File: config.mk
export PLATFORM = sky130hd
export DESIGN_NAME = qcsp_top
export DESIGN_NICKNAME = d
export VERILOG_FILES = /design/src/rtl/qcsp_top.v /design/src/rtl/qcsp_phase_dec.v
export VERILOG_INCLUDE_DIRS = /design/src /design/src/pkg
export SDC_FILE = /design/constraint.sdc
export NUM_CORES = 1
export LEC_CHECK = 0
export BUFFER_PORTS_ARGS = -buffer_cell sky130_fd_sc_hd__buf_4
export CAP_MARGIN = 15
export CORE_MARGIN = 4
export CORE_UTILIZATION = 54
export CTS_BUF_LIST = sky130_fd_sc_hd__clkbuf_8
export DETAILED_ROUTE_END_ITERATION = 12
export PLACE_DENSITY = 0.89
export SLEW_MARGIN = 20
export SYNTH_ARGS = -nofsm -noshare
export SYNTH_HDL_FRONTEND = slang
export SYNTH_SLANG_ARGS = --single-unit
File: constraint.sdc
create_clock -name core_clk -period 4.8 [get_ports core_clk]
set_clock_uncertainty 0.05 [all_clocks]
set_input_delay 0.72 -clock core_clk [delete_from_list [all_inputs] [get_ports core_clk]]
set_output_delay 0.72 -clock core_clk [all_outputs]
set_load 0.05 [all_outputs]
File: src/pkg/qcsp_defs.vh
// constants for the quadrature count and reset-synchronized pwm block
`ifndef QCSP_DEFS_VH
`define QCSP_DEFS_VH
`define QCSP_CNT_W 16
`define QCSP_CNT_ZERO 16'h0000
`define QCSP_CNT_MAX 16'hFFFF
`define QCSP_CNT_ONE 16'h0001
`define QCSP_MODE_W 4
`define QCSP_MODE_NORMAL 4'h0
`define QCSP_MODE_PHASE1 4'h4
`define QCSP_MODE_PHASE2 4'h5
`define QCSP_MODE_PHASE3 4'h6
`define QCSP_MODE_PHASE4 4'h7
`define QCSP_MODE_RSPWM 4'h8
`define QCSP_CLR_W 2
`define QCSP_CLR_NONE 2'h0
`define QCSP_CLR_GRA 2'h1
`define QCSP_CLR_GRB 2'h2
`endif

File: src/rtl/qcsp_top.v
// quadrature counting on channels 1/2, reset-synchronized pwm on 3/4
`timescale 1ns/1ps
`include "qcsp_defs.vh"
module qcsp_top (
  input wire core_clk,
  input wire rstn,
  input wire [3:0] ch1_mode,
  input wire [3:0] ch2_mode,
  input wire [3:0] ch3_mode,
  input wire ch1_start,
  input wire ch2_start,
  input wire ch3_start,
  input wire ch4_start,
  input wire [1:0] ch1_clear_sel,
  input wire [1:0] ch2_clear_sel,
  input wire [15:0] ch1_gra,
  input wire [15:0] ch1_grb,
  input wire [15:0] ch2_gra,
  input wire [15:0] ch2_grb,
  input wire ch1_capture,
  input wire ch2_capture,
  input wire ch1_flag_clear,
  input wire ch2_flag_clear,
  input wire cnt_load,
  input wire [15:0] cnt_load_value,
  input wire [15:0] ch3_period_reg,
  input wire [15:0] ch3_transition_reg,
  input wire [15:0] ch4_transition_reg_a,
  input wire [15:0] ch4_transition_reg_b,
  input wire ext_clock_in_a,
  input wire ext_clock_in_b,
  input wire ext_clock_in_c,
  input wire ext_clock_in_d,
  output reg [15:0] ch1_count,
  output reg [15:0] ch2_count,
  output reg [15:0] ch3_counter,
  output reg [15:0] ch4_counter,
  output reg [15:0] ch1_capture_value,
  output reg [15:0] ch2_capture_value,
  output reg ch1_overflow_flag,
  output reg ch1_underflow_flag,
  output reg ch1_count_direction_flag,
  output reg ch2_overflow_flag,
  output reg ch2_underflow_flag,
  output reg ch2_count_direction_flag,
  output reg ch1_match_a,
  output reg ch1_match_b,
  output reg ch2_match_a,
  output reg ch2_match_b,
  output reg pwm_out1_pos,
  output reg pwm_out1_neg,
  output reg pwm_out2_pos,
  output reg pwm_out2_neg,
  output reg pwm_out3_pos,
  output reg pwm_out3_neg
);
  // ==========================================
  // reset release through two flops
  reg rst_s1_reg, rst_n_reg;
  always @(posedge core_clk or negedge rstn) begin
    if (!rstn) begin
      rst_s1_reg <= 1'b0;
      rst_n_reg <= 1'b0;
    end else begin
      rst_s1_reg <= 1'b1;
      rst_n_reg <= rst_s1_reg;
    end
  end

  // ==========================================
  // mode decode helpers
  function is_phase;
    input [3:0] m;
    begin
      is_phase = (m == `QCSP_MODE_PHASE1) || (m == `QCSP_MODE_PHASE2) ||
                 (m == `QCSP_MODE_PHASE3) || (m == `QCSP_MODE_PHASE4);
    end
  endfunction

  function clr_hit;
    input [1:0] sel;
    input ma;
    input mb;
    begin
      clr_hit = ((sel == `QCSP_CLR_GRA) & ma) | ((sel == `QCSP_CLR_GRB) & mb);
    end
  endfunction

  // ==========================================
  // phase decoders, only channels 1 and 2 have them
  wire c1_up, c1_dn, c2_up, c2_dn;
  qcsp_phase_dec u_dec1 (
    .core_clk(core_clk),
    .rst_n(rst_n_reg),
    .mode(ch1_mode),
    .phase_a(ext_clock_in_a),
    .phase_b(ext_clock_in_b),
    .step_up(c1_up),
    .step_dn(c1_dn)
  );
  qcsp_phase_dec u_dec2 (
    .core_clk(core_clk),
    .rst_n(rst_n_reg),
    .mode(ch2_mode),
    .phase_a(ext_clock_in_c),
    .phase_b(ext_clock_in_d),
    .step_up(c2_up),
    .step_dn(c2_dn)
  );

  // steps only count in phase mode with the channel started
  wire c1_run = is_phase(ch1_mode) & ch1_start;
  wire c2_run = is_phase(ch2_mode) & ch2_start;
  wire u1 = c1_run & c1_up;
  wire d1 = c1_run & c1_dn;
  wire u2 = c2_run & c2_up;
  wire d2 = c2_run & c2_dn;
  wire m1a = ch1_count == ch1_gra;
  wire m1b = ch1_count == ch1_grb;
  wire m2a = ch2_count == ch2_gra;
  wire m2b = ch2_count == ch2_grb;

  // ==========================================
  // channel 1 and 2 up/down counters with clear, compare and capture
  always @(posedge core_clk or negedge rst_n_reg) begin
    if (!rst_n_reg) begin
      ch1_count <= `QCSP_CNT_ZERO;
      ch2_count <= `QCSP_CNT_ZERO;
      ch1_match_a <= 1'b0;
      ch1_match_b <= 1'b0;
      ch2_match_a <= 1'b0;
      ch2_match_b <= 1'b0;
      ch1_capture_value <= `QCSP_CNT_ZERO;
      ch2_capture_value <= `QCSP_CNT_ZERO;
    end else begin
      ch1_match_a <= m1a & c1_run;
      ch1_match_b <= m1b & c1_run;
      ch2_match_a <= m2a & c2_run;
      ch2_match_b <= m2b & c2_run;
      if (ch1_capture)
        ch1_capture_value <= ch1_count;
      if (ch2_capture)
        ch2_capture_value <= ch2_count;
      if (cnt_load && !ch1_start)
        ch1_count <= cnt_load_value;
      else if (c1_run && clr_hit(ch1_clear_sel, m1a, m1b))
        ch1_count <= `QCSP_CNT_ZERO;
      else if (u1)
        ch1_count <= ch1_count + `QCSP_CNT_ONE;
      else if (d1)
        ch1_count <= ch1_count - `QCSP_CNT_ONE;
      if (cnt_load && !ch2_start)
        ch2_count <= cnt_load_value;
      else if (c2_run && clr_hit(ch2_clear_sel, m2a, m2b))
        ch2_count <= `QCSP_CNT_ZERO;
      else if (u2)
        ch2_count <= ch2_count + `QCSP_CNT_ONE;
      else if (d2)
        ch2_count <= ch2_count - `QCSP_CNT_ONE;
    end
  end

  // ==========================================
  // status flags, a set beats a clear in the same cycle
  always @(posedge core_clk or negedge rst_n_reg) begin
    if (!rst_n_reg) begin
      ch1_overflow_flag <= 1'b0;
      ch1_underflow_flag <= 1'b0;
      ch1_count_direction_flag <= 1'b0;
      ch2_overflow_flag <= 1'b0;
      ch2_underflow_flag <= 1'b0;
      ch2_count_direction_flag <= 1'b0;
    end else begin
      if (u1 && ch1_count == `QCSP_CNT_MAX)
        ch1_overflow_flag <= 1'b1;
      else if (ch1_flag_clear)
        ch1_overflow_flag <= 1'b0;
      if (d1 && ch1_count == `QCSP_CNT_ZERO)
        ch1_underflow_flag <= 1'b1;
      else if (ch1_flag_clear)
        ch1_underflow_flag <= 1'b0;
      if (u1)
        ch1_count_direction_flag <= 1'b1;
      else if (d1)
        ch1_count_direction_flag <= 1'b0;
      if (u2 && ch2_count == `QCSP_CNT_MAX)
        ch2_overflow_flag <= 1'b1;
      else if (ch2_flag_clear)
        ch2_overflow_flag <= 1'b0;
      if (d2 && ch2_count == `QCSP_CNT_ZERO)
        ch2_underflow_flag <= 1'b1;
      else if (ch2_flag_clear)
        ch2_underflow_flag <= 1'b0;
      if (u2)
        ch2_count_direction_flag <= 1'b1;
      else if (d2)
        ch2_count_direction_flag <= 1'b0;
    end
  end

  // ==========================================
  // reset-synchronized pwm on channels 3 and 4
  wire rs_mode = ch3_mode == `QCSP_MODE_RSPWM;
  wire rs_run = rs_mode & ch3_start;
  wire period_hit = ch3_counter == ch3_period_reg;
  wire t1_hit = ch3_counter == ch3_transition_reg;
  wire t2_hit = ch3_counter == ch4_transition_reg_a;
  wire t3_hit = ch3_counter == ch4_transition_reg_b;

  // counters: ch3 counts up, clears on period; ch4 follows when started
  always @(posedge core_clk or negedge rst_n_reg) begin
    if (!rst_n_reg) begin
      ch3_counter <= `QCSP_CNT_ZERO;
      ch4_counter <= `QCSP_CNT_ZERO;
    end else if (cnt_load && !ch3_start && !ch4_start) begin
      ch3_counter <= cnt_load_value;
      ch4_counter <= cnt_load_value;
    end else if (rs_run) begin
      if (period_hit)
        ch3_counter <= `QCSP_CNT_ZERO;
      else
        ch3_counter <= ch3_counter + `QCSP_CNT_ONE;
      if (ch4_start) begin
        if (period_hit)
          ch4_counter <= `QCSP_CNT_ZERO;
        else
          ch4_counter <= ch4_counter + `QCSP_CNT_ONE;
      end
    end
  end

  // outputs toggle on own match and on counter clear, inverse follows in rs mode, all six low outside it
  reg o1_reg, o2_reg, o3_reg;
  always @(posedge core_clk or negedge rst_n_reg) begin
    if (!rst_n_reg) begin
      o1_reg <= 1'b0;
      o2_reg <= 1'b0;
      o3_reg <= 1'b0;
      pwm_out1_pos <= 1'b0;
      pwm_out1_neg <= 1'b0;
      pwm_out2_pos <= 1'b0;
      pwm_out2_neg <= 1'b0;
      pwm_out3_pos <= 1'b0;
      pwm_out3_neg <= 1'b0;
    end else begin
      if (rs_run) begin
        if (t1_hit ^ period_hit)
          o1_reg <= ~o1_reg;
        if (t2_hit ^ period_hit)
          o2_reg <= ~o2_reg;
        if (t3_hit ^ period_hit)
          o3_reg <= ~o3_reg;
      end
      pwm_out1_pos <= rs_mode & o1_reg;
      pwm_out1_neg <= rs_mode & ~o1_reg;
      pwm_out2_pos <= rs_mode & o2_reg;
      pwm_out2_neg <= rs_mode & ~o2_reg;
      pwm_out3_pos <= rs_mode & o3_reg;
      pwm_out3_neg <= rs_mode & ~o3_reg;
    end
  end
endmodule

File: src/rtl/qcsp_phase_dec.v
// quadrature phase decoder: sample, edge detect, count step
`timescale 1ns/1ps
`include "qcsp_defs.vh"
module qcsp_phase_dec (
  input wire core_clk,
  input wire rst_n,
  input wire [3:0] mode,
  input wire phase_a,
  input wire phase_b,
  output reg step_up,
  output reg step_dn
);
  // ==========================================
  // input synchronisers and previous samples
  reg a_s1_reg, a_s2_reg, a_d_reg;
  reg b_s1_reg, b_s2_reg, b_d_reg;
  always @(posedge core_clk or negedge rst_n) begin
    if (!rst_n) begin
      a_s1_reg <= 1'b0;
      a_s2_reg <= 1'b0;
      a_d_reg <= 1'b0;
      b_s1_reg <= 1'b0;
      b_s2_reg <= 1'b0;
      b_d_reg <= 1'b0;
    end else begin
      a_s1_reg <= phase_a;
      a_s2_reg <= a_s1_reg;
      a_d_reg <= a_s2_reg;
      b_s1_reg <= phase_b;
      b_s2_reg <= b_s1_reg;
      b_d_reg <= b_s2_reg;
    end
  end
  // ==========================================
  // edge and level decode per variant
  wire a_r = a_s2_reg & ~a_d_reg;
  wire a_f = ~a_s2_reg & a_d_reg;
  wire b_r = b_s2_reg & ~b_d_reg;
  wire b_f = ~b_s2_reg & b_d_reg;
  wire a_h = a_s2_reg;
  wire b_h = b_s2_reg;
  reg up_c, dn_c;
  always @* begin
    up_c = 1'b0;
    dn_c = 1'b0;
    case (mode)
      `QCSP_MODE_PHASE1: begin
        up_c = (b_r & a_h) | (b_f & ~a_h) |
               (a_r & ~b_h) | (a_f & b_h);
        dn_c = (b_f & a_h) | (b_r & ~a_h) | (a_r & b_h) | (a_f & ~b_h);
      end
      `QCSP_MODE_PHASE2: begin
        up_c = a_f & b_h;
        dn_c = a_f & ~b_h;
      end
      `QCSP_MODE_PHASE3: begin
        up_c = a_f & b_h;
        dn_c = b_f & a_h;
      end
      `QCSP_MODE_PHASE4: begin
        up_c = (b_r & a_h) | (b_f & ~a_h);
        dn_c = (b_f & a_h) | (b_r & ~a_h);
      end
      default: begin
        up_c = 1'b0;
        dn_c = 1'b0;
      end
    endcase
  end
  // one step per clock at most
  always @* begin
    step_up = up_c & ~dn_c;
    step_dn = dn_c & ~up_c;
  end
endmodule

==> results of run 1 <==
[power by group through the flow]
stage | Clock (mW) | Combinational (mW) | Sequential [mW]
floorplan | 0 | 0.915 | 2.10
global placement | 0 | 2.00 | 1.65
detailed placement | 0 | 2.05 | 1.66
CTS | 1.07 | 2.07 | 1.64
global route | 1.12 | 2.21 | 1.68
finish | 1.06 | 2.07 | 1.65
[placed cells by master (no fill, tap or decap), types with 5 or more instances in the layout]
cell type and count:
buf_4 297, dfrtp_1 128, xor2_1 101, nand2_1 83
o21ai_0 72, a21oi_1 61, xnor2_1 61, nor2_1 60
mux2_2 34, ha_1 34, nor4_1 32, nand4_1 27
inv_1 21, clkbuf_8 18, nor3_1 16, nor3b_1 16
and3_1 14, nand3_1 14, o21ai_1 11, nor2_2 10
a21oi_2 10, nor2b_1 9, a21o_1 9, o22ai_1 8
nand2b_1 8, o21ai_2 7, and2_1 6, a211oi_1 5
bufinv_16 5
[cell families (layout without fill, tap and decap cells)]
family	after synthesis	in the layout	share of synthesized area, %
compound gates	232	232	16.2
xor+xnor	162	162	15.7
fa+ha+maj	36	36	5.14
buf+inv	83	348	4.17
flops	129	129	35.7
mux	37	37	4.56
other cells	1	1	0.0414
simple gates	318	318	18.5
[timing repair]
item,in CTS,in global routing
endpoints found under the hold margin,2,0
resized for setup,0,0
hold buffers,1,0
buffers inserted,0,0
[worst max-delay path: stages (launching register included)]
cell and delay, ps:
dfrtp_1 500, o21ai_0 150, a32oi_1 200, o22ai_1 160, nor3_2 380, inv_2 260
ha_1 470, o21ai_0 140, a221oi_1 370, a21oi_1 140, o31ai_1 570, a21o_1 200
a21oi_1 80, xnor2_1 150, a211oi_1 240
[how the worst min path moves through the flow]
stage / endpoint / slack, ps / cells after the start
6_report: rst_n_reg / 300 / 0
5_1_grt: u_dec1.b_s1_reg / 310 / 1
4_1_cts: u_dec1.a_h / 310 / 0
3_5_place_dp: rst_n_reg / 290 / 0
3_3_place_gp: u_dec2.a_h / 280 / 0
2_1_floorplan: rst_n_reg / 280 / 0
[metal layers]
metal,up-vias,global-route usage (%)
li1,4044,-
met1,4275,38.3
met2,438,51.6
met3,74,5.04
met4,0,12.0
met5,-,0
[area by class of cell]
cell class              instances  area, um2
multi-input cells             786       5450
fillers                      1224       4810
flip-flops and latches        129       3230
repair buffers                298       2240
well taps                     220        275
clock buffers                  18        248
clock inverters                13        195
inverters                      19       71.3
[stage by stage]
stage	hold WS (ps)	cells	instance area, um2	setup slack [ps]	utilization [%]
5_1_grt	307	1483	11700	236	70.9
3_3_place_gp	283	1451	11300	567	68.1
6_report	305	1483	11700	630	70.9
4_1_cts	308	1483	11700	675	70.9
3_5_place_dp	291	1451	11300	419	68.1
2_1_floorplan	281	998	9050	890	-
==> impl_metrics.yaml, run 1 <==
critical_path:
  r2r_slack_ps: 630
  worstPathArrival_ps: 4460
  start_kind: "register"
  criticalPathCategory: "register to register"
  reg2reg_depth: 14
  worstSetupEndpoint: "ch2_count[15]"
  crit_required_ps: 5090
  path_max_fanout: 20
  timing.rr.start: "u_dec2.b_h"
  reg2reg_to: "ch2_count[15]"
  crit_start: "u_dec2.b_h"
  cp-end-kind: "register"
route:
  top_layer_used: "met4"
  met3_length_mm: 2.49
  firstDrtPassIters: 7
  ant_nets: 0
  dr.first_iter.drc_count: 698
  wirelength_mm: 29.5
  via_per_inst: 5.95
  wl_per_cell_um: 19.9
  drcViolationCount: 0
  wl_met1_mm: 11.1
  routed-wl-met2_mm: 14.9
  num_vias: 8831
power:
  ir_drop_mv: 0.414
  p_clk_share_pct: 22.2
  p_leak_nw: 5.22
  swShare_pct: 44.0
  cell_internal_pwr_mw: 2.68
  seqPwrFrac_pct: 34.6
  cellPowerDensity_nw_per_um2: 408
  combPwrFrac_pct: 43.3
  switchingPower_mw: 2.10
  total_power_mw: 4.78
synth:
  synth_top_area_share_pct: 35.7
  yosysMostFrequentCell: "dfrtp_1"
  ys_async_sr_fraction_pct: 100
  synth.yosys.seq_area_share_pct: 35.7
  syn_nets: 1209
  synthTopCellsByCount: "dfrtp_1 (129), xor2_1 (101), nand2_1 (83), o21ai_0 (72)"
  yosys-top-cells-area: "dfrtp_1 (36%), xor2_1 (9.8%), xnor2_1 (5.9%)"
  syn_avg_cell_area_um2: 9.07
  netlist.top_cell.by_area: "dfrtp_1"
  synthCells: 998
  synth_edf_count: 0
  netlist_area_um2: 9050
  yosys.cell_types.count: 74
  yosysWarnings: 0
  synth-seq-cells: 129
  ys.flop_type: "dfrtp_1"
timing:
  report.final.slew_viol_count: 0
  timing.fmax_mhz: 240
  slew_headroom_pct: 27.9
  setup_tns_ps: 0
  rsz0062_at_grt: "false"
  worst_pin_slew_ps: 1080
  setup_viol: 0
  finalHoldViolCount: 0
  min_period_over_period_pct: 86.9
  period_minus_slack_ps: 4170
hold_path:
  hold_path.class: "register to register"
  hp-start: "rst_s1_reg"
cells_and_area:
  n_antenna_cell: 0
  syn2layout_area_growth_pct: 29.4
  nets: 1462
  drive_above_1_share_pct: 32.0
floorplan:
  die_h_um: 137
  rows: 47
  die_w_um: 137
  core_area_um2: 16500
  dieArea_um2: 18900
  io_pins: 287
  initial_core_util_pct: 54.8
global_routing:
  grt_pass1_vias: 8657
  overflow: 0
  antenna_found_initial: 0
  grt_max_degree: 52
  grt_usage_pct: 30.3
  grt_pass1_wl_mm: 44.4
place:
  port_buffers: 286
  dp.final_hpwl_mm: 21.8
  gp_congestion: 0.916
cts:
  htree_num_levels: 4
  cts_tree: "yes"
  root_buffer: "clkbuf_8"
  clock_latency_ps: 440
  cts.sinks: 129
  cts_made_buffers: 17
  cts_max_path_buffers: 2
  path_clk_slew_ps: 80
run:
  maxCapViolCount: 0
outcome:
  status: "completed"
Power figures use the tool's default switching activity.
==> inputs of run 2 (changes only) <==
--- a/config.mk
+++ b/config.mk
@@ -6,10 +6,11 @@
 export SDC_FILE = /design/constraint.sdc
 export NUM_CORES = 1
 export LEC_CHECK = 0
+export ABC_AREA = 1
 export BUFFER_PORTS_ARGS = -buffer_cell sky130_fd_sc_hd__buf_4
 export CAP_MARGIN = 15
 export CORE_MARGIN = 4
-export CORE_UTILIZATION = 54
+export CORE_UTILIZATION = 55
 export CTS_BUF_LIST = sky130_fd_sc_hd__clkbuf_8
 export DETAILED_ROUTE_END_ITERATION = 12
 export PLACE_DENSITY = 0.89
==> run 2 against run 1 <==
- synthesized cell count grew 47%
- first-iteration DRC count grew 9.3%
- maximum frequency increased by 37%
- synthesized area up 12%
- critical endpoint is now ch1_count[7]
- register-to-register slack improved by 1100 ps
- sequential power up 21%
- critical path depth increased by 2
- sequential cell count unchanged
- setup slack better by 1100 ps
- via count grew 23%
- final cell count rose by 33%
- utilization about the same
==> impl_metrics.yaml, run 2 <==
outcome:
  status: "completed"
cells_and_area:
  final_cell_mix: "nand2_1 (418), buf_4 (288), nor2_1 (169)"
  post-route-util_pct: 70.8
  nets: 1941
  fill_cells: 1449
  multiInputGateArea_um2: 5980
  n_antenna_cell: 0
  final_area_um2: 12800
  seq_area_um2: 3230
  layout_commonest_cell: "nand2_1"
  drive_above_1_share_pct: 22.3
  layout.cells.non_filler: 1972
  syn2layout_area_growth_pct: 26.0
route:
  via_per_inst: 5.51
  num_vias: 10900
  wl_per_cell_um: 17.2
  dr.first_iter.drc_count: 763
  wirelength_mm: 34.0
  drcViolationCount: 0
  ant_nets: 0
  firstDrtPassIters: 5
synth:
  netlist_area_um2: 10100
  synth_top_area_share_pct: 31.9
  synthCells: 1464
  ys_async_sr_fraction_pct: 100
  syn_avg_cell_area_um2: 6.92
  synth-seq-cells: 129
  synth_edf_count: 0
  synth.yosys.seq_area_share_pct: 31.9
  yosys.cell_types.count: 54
  ys.flop_type: "dfrtp_1"
  yosys-top-cells-area: "dfrtp_1 (32%), nand2_1 (15%), xnor2_1 (7.1%)"
  synthTopCellsByCount: "nand2_1 (418), nor2_1 (169), inv_1 (159), dfrtp_1 (129), xnor2_1 (82)"
  syn_nets: 1675
  yosysWarnings: 0
  yosysMostFrequentCell: "nand2_1"
  netlist.top_cell.by_area: "dfrtp_1"
critical_path:
  criticalPathCategory: "register to register"
  cpPeakStageDelay_ps: 490
  crit_start: "u_dec1.a_h"
  timing.rr.start: "u_dec1.a_h"
  cp-end-kind: "register"
  worstPathArrival_ps: 3350
  crit_path_top_delay_cell: "ha_1"
  crit_chain: "inv_2, nand3b_1, nand3_1, nand2_1, nand3_1, nor2_2, nand2_2, ha_1, a21oi_1, nand2_1, nand3_1, nand2_1, xnor2_1, o22ai_1, nand2_1, nand2_1"
  cp_common_cell: "nand2_1"
  r2r_slack_ps: 1750
  cp_top_family: "simple AND/OR/NAND/NOR gates"
  start_kind: "register"
  path_buf_inv: 1
  crit_required_ps: 5100
  path_max_fanout: 21
timing:
  rsz0062_at_grt: "false"
  worst_slack_ps: 1750
  finalHoldViolCount: 0
  worst_pin_slew_ps: 744
  timing.fmax_mhz: 328
  period_minus_slack_ps: 3050
  report.final.slew_viol_count: 0
  slew_headroom_pct: 50.2
  setup_viol: 0
  setup_tns_ps: 0
  min_period_over_period_pct: 63.5
place:
  gp_congestion: 0.979
  place_area_um2: 12300
  pre_cts_ws_ps: 1350
  dp.cells: 1939
  port_buffers: 286
  dp.final_hpwl_mm: 26.7
power:
  seqPwrFrac_pct: 27.1
  cellPowerDensity_nw_per_um2: 576
  switchingPower_mw: 3.88
  p_clk_share_pct: 13.8
  ir_drop_mv: 0.473
  cell_internal_pwr_mw: 3.47
  swShare_pct: 52.8
  combPwrFrac_pct: 59.1
  p_leak_nw: 6.76
cts:
  ctsResizeCount: 0
  path_clk_slew_ps: 80
  clock_latency_ps: 460
  cts.sinks: 129
  hold_buffers: 1
  cts_made_buffers: 17
  cts_tree: "yes"
  root_buffer: "clkbuf_8"
  htree_num_levels: 4
  cts_max_path_buffers: 2
  post_cts.repair.setup_buffers: 0
hold_path:
  hold_path.class: "register to register"
  hp-start: "rst_s1_reg"
floorplan:
  rows: 49
  core_area_um2: 18000
  dieArea_um2: 20700
  io_pins: 287
  die_w_um: 144
  initial_core_util_pct: 56.2
  die_h_um: 144
run:
  maxCapViolCount: 0
global_routing:
  grt_max_degree: 54
  grt_pass1_vias: 10300
  antenna_found_initial: 1
  overflow: 0
  grt_pass1_wl_mm: 52.3
  grt_usage_pct: 32.0
==> run 2: power groups by stage <==
stage	clock network (mW)	registers, mW	logic [mW]
3_3_place_gp	0	1.99	4.25
6_report	1.01	2.00	4.34
4_1_cts	1.03	1.98	4.31
3_5_place_dp	0	2.00	4.29
5_1_grt	1.08	2.03	4.75
2_1_floorplan	0	2.76	2.25
==> run 2: layout make-up <==
class,count,area share (%)
Clock buffer,19,2.05
Clock inverter,13,1.26
Inverter,177,5.28
Multi-Input combinational cell,1116,46.8
Sequential cell,129,25.3
Tap cell,229,2.24
Timing Repair Buffer,289,17.0
==> run 2: per-layer routing <==
metal | track usage (%) | vias up | routed length [um]
li1 | - | 5242 | -
met1 | 41.2 | 4987 | 13700
met5 | 0 | - | 7
met4 | 14.5 | 2 | 1480
met3 | 5.89 | 113 | 2830
met2 | 52.6 | 524 | 16000
==> run 2: metrics by stage <==
stage               hold slack [ps]  total power [mW]
floorplan                       281              5.01
detailed placement              285              6.28
global route                    293              7.85
global placement                282              6.24
CTS                             299              7.31
finish                          300              7.35
==> run 2: logic make-up (layout without fill, tap and decap cells) <==
logic type | after synthesis | in the layout | share of synthesized area (%)
AOI/OAI and AO/OA | 182 | 182 | 10.4
xor gates and xnor gates | 116 | 116 | 10.0
adders and majority gates | 36 | 36 | 4.59
buffers and inverters | 219 | 498 | 9.12
DFF | 129 | 129 | 31.9
muxes | 5 | 5 | 0.556
other | 1 | 1 | 0.0370
and+or+nand+nor | 776 | 776 | 33.4
==> run 2: path summary, 6_finish.rpt <==
path / cells past startpoint / end
worst max-delay path: 16 / ch1_count[7]
worst min-delay path: 0 / rst_n_reg
worst max register to register: 16 / ch1_count[7]
worst min register to register: 0 / rst_n_reg
max in group asynchronous: 1 / o2_reg
min in group asynchronous: 0 / ch1_capture_value[4]
